===== src/pkg/wdcfg_params.svh =====
`ifndef WDCFG_PARAMS_SVH
`define WDCFG_PARAMS_SVH

// ****************************************
// Register indices (byte address = 4 * index)
// ****************************************
`define IDX_OP_STATUS 10'h035
`define IDX_WD_STATUS_A 10'h03A
`define IDX_WD_STATUS_B 10'h03B
`define IDX_HB_PREDIV 10'h03C
`define IDX_HB_TIMER 10'h03D
`define IDX_CFG_A 10'h040
`define IDX_CFG_B 10'h041
`define IDX_CFG_C 10'h042

// ****************************************
// Bus geometry
// ****************************************
`define AXI_ADDR_W 12
`define AXI_DATA_W 32
`define AXI_STRB_W 4

// ****************************************
// Reset values and writable masks
// ****************************************
`define CFG_A_RESET 8'hFF
`define CFG_B_RESET 8'h3F
`define CFG_C_RESET 8'h3F
`define CFG_A_MASK 8'hFF
`define CFG_B_MASK 8'h3F
`define CFG_C_MASK 8'hFF
`define STATUS_RESET 8'h00

// ****************************************
// Field positions
// ****************************************
`define LOCK_BIT 7
`define PP0_HI 7
`define PP0_LO 6
`define CFG_C_OL_HI 5

// ****************************************
// Config write slots
// ****************************************
`define SLOT_CFG_A 0
`define SLOT_CFG_B 1
`define SLOT_CFG_C 2
`define CFG_SLOTS 3

`endif


===== src/pkg/wdcfg_pkg.sv =====
`include "wdcfg_params.svh"

package wdcfg_pkg;

  typedef enum logic [3:0]
  {
    SEL_NONE = 4'h0,
    SEL_OP_STATUS = 4'h1,
    SEL_WD_STATUS_A = 4'h2,
    SEL_WD_STATUS_B = 4'h3,
    SEL_HB_PREDIV = 4'h4,
    SEL_HB_TIMER = 4'h5,
    SEL_CFG_A = 4'h6,
    SEL_CFG_B = 4'h7,
    SEL_CFG_C = 4'h8
  } reg_sel_e;

  typedef enum logic [1:0]
  {
    RESP_OKAY = 2'b00,
    RESP_SLVERR = 2'b10
  } axi_resp_e;

  typedef logic [7:0] reg_byte_t;

endpackage : wdcfg_pkg


===== src/pkg/cfg_bus_if.sv =====
`timescale 1ns/1ps
`include "wdcfg_params.svh"

interface cfg_bus_if;
  logic [`CFG_SLOTS-1:0] wr_sel;
  logic [7:0] wr_data;
  logic lock;

  modport bank
  (
    output wr_sel,
    output wr_data,
    output lock
  );

  modport target
  (
    input wr_sel,
    input wr_data,
    input lock
  );
endinterface : cfg_bus_if


===== src/core/cfg_register.sv =====
`timescale 1ns/1ps
`include "wdcfg_params.svh"

module cfg_register
  import wdcfg_pkg::*;
#(
  parameter int unsigned SLOT = 0,
  parameter reg_byte_t RESET_VAL = 8'h00,
  parameter reg_byte_t WR_MASK = 8'hFF
)
(
  // Clock and reset
  input wire logic ref_clk,
  input wire logic rstn,
  // Write side
  cfg_bus_if.target bus,
  // Stored value
  output reg_byte_t value
);

  reg_byte_t value_reg;
  reg_byte_t value_next;

  // ****************************************
  // Lockable storage
  // ****************************************
  always_comb
  begin
    value_next = value_reg;
    if (bus.wr_sel[SLOT] && !bus.lock)
    begin
      value_next = bus.wr_data & WR_MASK; // RL1 RL14
    end
  end

  always_ff @(posedge ref_clk or negedge rstn)
  begin
    if (!rstn)
    begin
      value_reg <= RESET_VAL;
    end
    else
    begin
      value_reg <= value_next;
    end
  end

  assign value = value_reg;
endmodule : cfg_register


===== src/core/status_sampler.sv =====
`timescale 1ns/1ps
`include "wdcfg_params.svh"

module status_sampler
  import wdcfg_pkg::*;
(
  // Clock and reset
  input wire logic ref_clk,
  input wire logic rstn,
  // Watchdog counters
  input wire logic [2:0] window_wd_powerdown_count,
  input wire logic [2:0] reset_event_count,
  input wire logic [2:0] total_error_powerdown_count,
  input wire logic [2:0] functional_wd_powerdown_count,
  // Heartbeat sampling
  input wire logic heartbeat_sample_stb,
  input wire logic [3:0] heartbeat_predivider,
  input wire logic [6:0] heartbeat_timer,
  // Status bytes
  output reg_byte_t status_a,
  output reg_byte_t status_b,
  output reg_byte_t prediv_sample,
  output reg_byte_t timer_sample
);

  reg_byte_t status_a_reg;
  reg_byte_t status_a_next;
  reg_byte_t status_b_reg;
  reg_byte_t status_b_next;
  reg_byte_t prediv_reg;
  reg_byte_t prediv_next;
  reg_byte_t timer_reg;
  reg_byte_t timer_next;

  // ****************************************
  // Status capture
  // ****************************************
  always_comb
  begin
    status_a_next = {2'b00, window_wd_powerdown_count, reset_event_count}; // RL8
    status_b_next = {2'b00, total_error_powerdown_count, functional_wd_powerdown_count}; // RL9 RL10
    prediv_next = prediv_reg;
    timer_next = timer_reg;
    if (heartbeat_sample_stb)
    begin
      prediv_next = {4'h0, heartbeat_predivider}; // RL11
      timer_next = {1'b0, heartbeat_timer}; // RL12
    end
  end

  always_ff @(posedge ref_clk or negedge rstn)
  begin
    if (!rstn)
    begin
      status_a_reg <= `STATUS_RESET;
      status_b_reg <= `STATUS_RESET;
      prediv_reg <= `STATUS_RESET;
      timer_reg <= `STATUS_RESET;
    end
    else
    begin
      status_a_reg <= status_a_next;
      status_b_reg <= status_b_next;
      prediv_reg <= prediv_next;
      timer_reg <= timer_next;
    end
  end

  assign status_a = status_a_reg;
  assign status_b = status_b_reg;
  assign prediv_sample = prediv_reg;
  assign timer_sample = timer_reg;
endmodule : status_sampler


===== src/core/watchdog_cfg_bank.sv =====
`timescale 1ns/1ps
`include "wdcfg_params.svh"

// Operation
// RL1: Lock set blocks all output config changes.
// RL2: Open-load bit 0 disables pull-down; resets 1.
// RL3: Overcurrent bit 0 limits, 1 switches off.
// RL4: Config C bits 7:6 pick threshold.
// RL5: Config A holds outputs 4..1 pairs, FF.
// RL6: Config B holds outputs 7..5, resets 3F.
// RL7: Config C holds open-load for outputs 13..8.
// RL8: Status A: window and reset counters.
// RL9: Status B bits 5:3 total-error counter.
// RL10: Status B bits 2:0 functional counter.
// RL11: Read-only sampled heartbeat predivider, four bits.
// RL12: Read-only sampled heartbeat timer, seven bits.
// RL13: Lock status reads at bit 7.
// RL14: Locked or read-only writes ignored silently.

module watchdog_cfg_bank
  import wdcfg_pkg::*;
(
  // Clock and reset
  input wire logic ref_clk,
  input wire logic rstn,
  // AXI4-Lite write address
  input wire logic [`AXI_ADDR_W-1:0] s_axi_awaddr,
  input wire logic s_axi_awvalid,
  output logic s_axi_awready,
  // AXI4-Lite write data
  input wire logic [`AXI_DATA_W-1:0] s_axi_wdata,
  input wire logic [`AXI_STRB_W-1:0] s_axi_wstrb,
  input wire logic s_axi_wvalid,
  output logic s_axi_wready,
  // AXI4-Lite write response
  output logic [1:0] s_axi_bresp,
  output logic s_axi_bvalid,
  input wire logic s_axi_bready,
  // AXI4-Lite read address
  input wire logic [`AXI_ADDR_W-1:0] s_axi_araddr,
  input wire logic s_axi_arvalid,
  output logic s_axi_arready,
  // AXI4-Lite read data
  output logic [`AXI_DATA_W-1:0] s_axi_rdata,
  output logic [1:0] s_axi_rresp,
  output logic s_axi_rvalid,
  input wire logic s_axi_rready,
  // Lock and watchdog state
  input wire logic cfg_lock,
  input wire logic [2:0] window_wd_powerdown_count,
  input wire logic [2:0] reset_event_count,
  input wire logic [2:0] total_error_powerdown_count,
  input wire logic [2:0] functional_wd_powerdown_count,
  input wire logic heartbeat_sample_stb,
  input wire logic [3:0] heartbeat_predivider,
  input wire logic [6:0] heartbeat_timer,
  // Output configuration
  output logic [12:0] openload_setup,
  output logic [6:0] overcurrent_setup,
  output logic [1:0] pushpull_pair0_diag_threshold
);

  // ****************************************
  // Address decode
  // ****************************************
  function automatic reg_sel_e decode_sel(input logic [`AXI_ADDR_W-1:0] addr);
    reg_sel_e sel;
    case (addr[`AXI_ADDR_W-1:2])
      `IDX_OP_STATUS: sel = SEL_OP_STATUS;
      `IDX_WD_STATUS_A: sel = SEL_WD_STATUS_A;
      `IDX_WD_STATUS_B: sel = SEL_WD_STATUS_B;
      `IDX_HB_PREDIV: sel = SEL_HB_PREDIV;
      `IDX_HB_TIMER: sel = SEL_HB_TIMER;
      `IDX_CFG_A: sel = SEL_CFG_A;
      `IDX_CFG_B: sel = SEL_CFG_B;
      `IDX_CFG_C: sel = SEL_CFG_C;
      default: sel = SEL_NONE;
    endcase
    return sel;
  endfunction : decode_sel

  reg_byte_t cfg_a;
  reg_byte_t cfg_b;
  reg_byte_t cfg_c;
  reg_byte_t status_a;
  reg_byte_t status_b;
  reg_byte_t prediv_sample;
  reg_byte_t timer_sample;

  logic aw_hold_reg;
  logic aw_hold_next;
  logic [`AXI_ADDR_W-1:0] aw_addr_reg;
  logic [`AXI_ADDR_W-1:0] aw_addr_next;
  logic w_hold_reg;
  logic w_hold_next;
  reg_byte_t w_data_reg;
  reg_byte_t w_data_next;
  logic w_strb0_reg;
  logic w_strb0_next;
  logic bvalid_reg;
  logic bvalid_next;
  axi_resp_e bresp_reg;
  axi_resp_e bresp_next;
  logic rvalid_reg;
  logic rvalid_next;
  logic [`AXI_DATA_W-1:0] rdata_reg;
  logic [`AXI_DATA_W-1:0] rdata_next;
  axi_resp_e rresp_reg;
  axi_resp_e rresp_next;

  logic wr_fire;
  logic rd_take;
  logic cfg_wr;
  reg_sel_e wr_target;
  reg_sel_e rd_target;

  cfg_bus_if cfg_bus();

  // ****************************************
  // Write channel
  // ****************************************
  assign s_axi_awready = !aw_hold_reg && !bvalid_reg;
  assign s_axi_wready = !w_hold_reg && !bvalid_reg;
  assign wr_fire = aw_hold_reg && w_hold_reg && !bvalid_reg;
  assign wr_target = decode_sel(aw_addr_reg);

  always_comb
  begin
    aw_hold_next = aw_hold_reg;
    aw_addr_next = aw_addr_reg;
    w_hold_next = w_hold_reg;
    w_data_next = w_data_reg;
    w_strb0_next = w_strb0_reg;
    bvalid_next = bvalid_reg;
    bresp_next = bresp_reg;
    if (s_axi_awvalid && s_axi_awready)
    begin
      aw_hold_next = 1'b1;
      aw_addr_next = s_axi_awaddr;
    end
    if (s_axi_wvalid && s_axi_wready)
    begin
      w_hold_next = 1'b1;
      w_data_next = s_axi_wdata[7:0];
      w_strb0_next = s_axi_wstrb[0];
    end
    if (wr_fire)
    begin
      aw_hold_next = 1'b0;
      w_hold_next = 1'b0;
      bvalid_next = 1'b1;
      bresp_next = (wr_target == SEL_NONE) ? RESP_SLVERR : RESP_OKAY; // RL14
    end
    if (bvalid_reg && s_axi_bready)
    begin
      bvalid_next = 1'b0;
    end
  end

  always_ff @(posedge ref_clk or negedge rstn)
  begin
    if (!rstn)
    begin
      aw_hold_reg <= 1'b0;
      aw_addr_reg <= 12'h000;
      w_hold_reg <= 1'b0;
      w_data_reg <= 8'h00;
      w_strb0_reg <= 1'b0;
      bvalid_reg <= 1'b0;
      bresp_reg <= RESP_OKAY;
    end
    else
    begin
      aw_hold_reg <= aw_hold_next;
      aw_addr_reg <= aw_addr_next;
      w_hold_reg <= w_hold_next;
      w_data_reg <= w_data_next;
      w_strb0_reg <= w_strb0_next;
      bvalid_reg <= bvalid_next;
      bresp_reg <= bresp_next;
    end
  end

  assign s_axi_bvalid = bvalid_reg;
  assign s_axi_bresp = bresp_reg;

  // ****************************************
  // Config registers
  // ****************************************
  assign cfg_wr = wr_fire && w_strb0_reg;
  assign cfg_bus.wr_sel[`SLOT_CFG_A] = cfg_wr && (wr_target == SEL_CFG_A);
  assign cfg_bus.wr_sel[`SLOT_CFG_B] = cfg_wr && (wr_target == SEL_CFG_B);
  assign cfg_bus.wr_sel[`SLOT_CFG_C] = cfg_wr && (wr_target == SEL_CFG_C);
  assign cfg_bus.wr_data = w_data_reg;
  assign cfg_bus.lock = cfg_lock; // RL1

  cfg_register #(.SLOT(`SLOT_CFG_A), .RESET_VAL(`CFG_A_RESET), .WR_MASK(`CFG_A_MASK))
    u_cfg_a (.ref_clk(ref_clk), .rstn(rstn), .bus(cfg_bus), .value(cfg_a)); // RL5
  cfg_register #(.SLOT(`SLOT_CFG_B), .RESET_VAL(`CFG_B_RESET), .WR_MASK(`CFG_B_MASK))
    u_cfg_b (.ref_clk(ref_clk), .rstn(rstn), .bus(cfg_bus), .value(cfg_b)); // RL6
  cfg_register #(.SLOT(`SLOT_CFG_C), .RESET_VAL(`CFG_C_RESET), .WR_MASK(`CFG_C_MASK))
    u_cfg_c (.ref_clk(ref_clk), .rstn(rstn), .bus(cfg_bus), .value(cfg_c)); // RL7

  // Per-output setup bits, index 0 is output 1
  assign openload_setup = {cfg_c[`CFG_C_OL_HI:0], cfg_b[5], cfg_b[3], cfg_b[1],
    cfg_a[7], cfg_a[5], cfg_a[3], cfg_a[1]}; // RL2 RL7
  assign overcurrent_setup = {cfg_b[4], cfg_b[2], cfg_b[0],
    cfg_a[6], cfg_a[4], cfg_a[2], cfg_a[0]}; // RL3
  assign pushpull_pair0_diag_threshold = cfg_c[`PP0_HI:`PP0_LO]; // RL4

  // ****************************************
  // Status capture
  // ****************************************
  status_sampler u_status
  (
    .ref_clk(ref_clk),
    .rstn(rstn),
    .window_wd_powerdown_count(window_wd_powerdown_count),
    .reset_event_count(reset_event_count),
    .total_error_powerdown_count(total_error_powerdown_count),
    .functional_wd_powerdown_count(functional_wd_powerdown_count),
    .heartbeat_sample_stb(heartbeat_sample_stb),
    .heartbeat_predivider(heartbeat_predivider),
    .heartbeat_timer(heartbeat_timer),
    .status_a(status_a),
    .status_b(status_b),
    .prediv_sample(prediv_sample),
    .timer_sample(timer_sample)
  );

  // ****************************************
  // Read channel
  // ****************************************
  assign s_axi_arready = !rvalid_reg;
  assign rd_take = s_axi_arvalid && s_axi_arready;
  assign rd_target = decode_sel(s_axi_araddr);

  always_comb
  begin
    reg_byte_t rd_byte;
    rd_byte = 8'h00;
    rvalid_next = rvalid_reg;
    rdata_next = rdata_reg;
    rresp_next = rresp_reg;
    case (rd_target)
      SEL_OP_STATUS: rd_byte[`LOCK_BIT] = cfg_lock; // RL13
      SEL_WD_STATUS_A: rd_byte = status_a; // RL8
      SEL_WD_STATUS_B: rd_byte = status_b; // RL9 RL10
      SEL_HB_PREDIV: rd_byte = prediv_sample; // RL11
      SEL_HB_TIMER: rd_byte = timer_sample; // RL12
      SEL_CFG_A: rd_byte = cfg_a;
      SEL_CFG_B: rd_byte = cfg_b;
      SEL_CFG_C: rd_byte = cfg_c;
      default: rd_byte = 8'h00;
    endcase
    if (rvalid_reg && s_axi_rready)
    begin
      rvalid_next = 1'b0;
    end
    if (rd_take)
    begin
      rvalid_next = 1'b1;
      rdata_next = {24'h000000, rd_byte};
      rresp_next = (rd_target == SEL_NONE) ? RESP_SLVERR : RESP_OKAY;
    end
  end

  always_ff @(posedge ref_clk or negedge rstn)
  begin
    if (!rstn)
    begin
      rvalid_reg <= 1'b0;
      rdata_reg <= 32'h00000000;
      rresp_reg <= RESP_OKAY;
    end
    else
    begin
      rvalid_reg <= rvalid_next;
      rdata_reg <= rdata_next;
      rresp_reg <= rresp_next;
    end
  end

  assign s_axi_rvalid = rvalid_reg;
  assign s_axi_rdata = rdata_reg;
  assign s_axi_rresp = rresp_reg;
endmodule : watchdog_cfg_bank


===== config.mk =====
export PLATFORM = sky130hd
export DESIGN_NAME = watchdog_cfg_bank
export DESIGN_NICKNAME = d
export VERILOG_FILES = /design/src/pkg/wdcfg_pkg.sv /design/src/pkg/cfg_bus_if.sv /design/src/core/cfg_register.sv /design/src/core/status_sampler.sv /design/src/core/watchdog_cfg_bank.sv
export VERILOG_INCLUDE_DIRS = /design/src /design/src/pkg
export SDC_FILE = /design/constraint.sdc
export NUM_CORES = 1
export LEC_CHECK = 0
export ABC_AREA = 1
export BUFFER_PORTS_ARGS = -buffer_cell sky130_fd_sc_hd__buf_2
export CAP_MARGIN = 5
export CORE_MARGIN = 2
export CORE_UTILIZATION = 52
export DETAILED_ROUTE_END_ITERATION = 8
export GPL_TIMING_DRIVEN = 0
export PLACE_DENSITY = 0.84
export SLEW_MARGIN = 20
export SYNTH_ARGS = -nofsm -noshare
export SYNTH_HDL_FRONTEND = slang
export SYNTH_SLANG_ARGS = --single-unit

===== constraint.sdc =====
create_clock -name ref_clk -period 3.2 [get_ports ref_clk]
set_clock_uncertainty 0.1 [all_clocks]
set_input_delay 0.16 -clock ref_clk [delete_from_list [all_inputs] [get_ports ref_clk]]
set_output_delay 0.16 -clock ref_clk [all_outputs]
set_load 0.01 [all_outputs]

==> impl_metrics.csv <==
group,metric,value,unit
cells_and_area,num-nets-final,689,
cells_and_area,layout_commonest_cell,"buf_2",
drt,dr.pass1.iters,4,
synth,ys.flop_type,"dfrtp_1",
grt,grt_pass1_wl,16.70,mm
sta,grt_setup_unrepaired,"no",
die,start_util,53.33,%
placed_design,place_area,4581,sq um
min_path,whs_path_depth,5,
cells_and_area,antenna_cells,0,
sta,slew_headroom,64.20,%
sta,worst_pin_slew,0.5370,ns
worst_setup_path,worst_ep_arrival_time,1.95,ns
synth,synth-seq-area-share,51.38,%
sta,drv_slew,0,
die,core_area,7214,sq um
clock_tree,cts_made_buffers,9,
worst_setup_path,cp_max_fo,10,
synth,ys_types,43,
pwr,swShare,32.36,%
worst_setup_path,r2r_slack,1.39,ns
placed_design,io_buffers,97,
die,top_level_ports,155,
pwr,pwr-share-comb,24.1,%
pwr,power.density,527.7,nW/um^2
grt,grt_usage,25.87,%
worst_setup_path,regToRegEndpoint,"u_cfg_c.value[6]",
drt,routed_wl,10.05,mm
sta,max_freq,0.5522,GHz
die,die_area,8103,sq um
worst_setup_path,r2r_start,"aw_addr_reg[9]",
pwr,p_int,1881,uW
clock_tree,clockRootBuffer,"clkbuf_8",
placed_design,gp_congestion,0.8227,
worst_setup_path,worstSetupPathType,"reg -> reg",
sta,hold_viol_final,0,
pwr,seq_power_share,46.5,%
synth,ys_ff_latch,78,
synth,synthArstFlopShare,100.0,%
clock_tree,cts_tree,"done",
grt,antenna_found_initial,0,
cells_and_area,design_area,5271,sq um
sta,period_share,56.60,%
cells_and_area,final_cell_mix,"97 x buf_2, 87 x nand2_1, 58 x dfrtp_1, 47 x dlygate4sd3_1",
min_path,worstHoldEndpoint,"s_axi_rdata[7]",
drt,vias,3448,
worst_setup_path,cp-end-kind,"flop",
clock_tree,post_cts_buffers,0,
clock_tree,cts_buffer_depth,2,
pwr,max-vdd-ir-drop,0.5033,mV
synth,synth_cells,416,
min_path,hp-class,"in -> reg",
synth,synth_warnings,0,
clock_tree,worstSkewPairLatency,0.36,ns
placed_design,hpwl,6.792,mm
pwr,switchingPower,900.3,uW
clock_tree,cts_sinks,78,
synth,synth-edff-count,0,
cells_and_area,areaGrowthSynthToFinish,37.01,%
clock_tree,clkTransAtPathRegs,0.09,ns
sta,fin_setup_tns,0,ns
grt,grt_overflow,0,
grt,first_global_vias,3616,
worst_setup_path,reg2reg_depth,7,
die,rows,31,
worst_setup_path,startpoint_type,"flop",
pwr,p_leak,0.002745,uW
die,die_height,90.02,um
drt,vias_per_cell,4.926,
sta,post-route-min-period,1.811,ns
synth,synth_area,3847,sq um
min_path,hp-start,"cfg_lock",
status,status,"complete, no violations",
sta,setup_viol,0,
worst_setup_path,worst_ep_required_time,3.34,ns
synth,avgSynthCellArea,9.249,sq um
flow_run,maxCapViolCount,0,
drt,first_iter_violations,178,
drt,ant_nets,0,
die,fp.dieW,90.02,um
clock_tree,cts-hold-fix-buffers,47,
cells_and_area,drive_above_1_share,36.77,%
grt,grt_max_degree,64,
worst_setup_path,crit_path_start,"aw_addr_reg[9]",
cells_and_area,largest_reg_flops,10,
pwr,clock_power_share,29.4,%
drt,wire_per_inst,14.35,um
clock_tree,htree_num_levels,3,
clock_tree,cts_resized,0,
drt,route.detailed.drc,0,
stage by stage:
step | worst slack [ns] | hold slack, ns | std cells | util (%) | power, uW
3_5_place_dp | 1.448 | -0.05610 | 638 | 63.49 | 1915
2_1_floorplan | 1.623 | -0.2356 | 441 | - | 1702
6_report | 1.389 | 0.09485 | 700 | 73.07 | 2782
5_1_grt | 1.265 | 0.1145 | 700 | 73.07 | 2918
4_1_cts | 1.411 | 0.1031 | 700 | 73.07 | 2778
3_3_place_gp | 1.442 | 0.1687 | 637 | 63.08 | 1866
cell type report:
| type | instances | area [sq um] |
|---|---|---|
| Timing Repair Buffer | 145 | 985.9 |
| Multi-Input combinational cell | 284 | 1538 |
| Clock inverter | 5 | 82.58 |
| Tap cell | 99 | 123.9 |
| Inverter | 45 | 170.2 |
| Fill cell | 527 | 1943 |
| Sequential cell | 78 | 1977 |
| Buffer | 34 | 256.5 |
| Clock buffer | 10 | 137.6 |
synthesized netlist by cell type (all sizes together), types with 4 or more instances:
cell type,count,share of area (%)
o21ai,32,5.7
nor2,50,5.9
dfstp,20,14
inv,43,4.2
nand4,15,2.8
dfrtp,58,38
nand3,15,2.2
a21oi,18,2.4
nor3,5,1.1
a22o,4,0.94
nand2,94,9.8
mux2,14,4.1
buf,32,6.5
worst max-delay path: stages (launching register included):
cell	delay, ns
dfrtp_1	0.40
inv_1	0.08
nand4_1	0.25
nor4_4	0.25
nand4_2	0.25
buf_6	0.24
nand2_2	0.08
o21ai_2	0.05
logic make-up (layout without fill, tap and decap cells):
family	Yosys count	after routing	synth area share [%]
buf+inv	79	239	11.09
flops	78	78	51.38
other cells	1	26	0.09747
compound gates	60	60	10.24
simple gates	184	184	23.09
mux	14	14	4.098
layer usage:
layer	up-vias	wire, um	global-route usage [%]
li1	1665	-	-
met1	1621	3909	28.58
met2	137	5260	47.56
met3	25	554	5.868
met4	0	323	11.03
met5	-	0	0
worst max path at each step:
| stage | endpoint | slack, ns |
|---|---|---|
| after floorplan | u_cfg_c.value[6] | 1.62 |
| after global placement | s_axi_rdata[5] | 1.44 |
| after detailed placement | u_cfg_c.value[6] | 1.45 |
| after CTS | u_cfg_c.value[6] | 1.41 |
| after global routing | u_cfg_a.value[1] | 1.26 |
| final | u_cfg_c.value[6] | 1.39 |
power groups by stage:
stage	registers, uW	clock network (uW)	logic [uW]
after floorplan	1290	0	416
after global placement	1290	0	576
after detailed placement	1310	0	610
after CTS	1290	826	662
after global routing	1310	865	741
final	1290	817	671
Note: power is estimated with default switching activity, not from simulation.
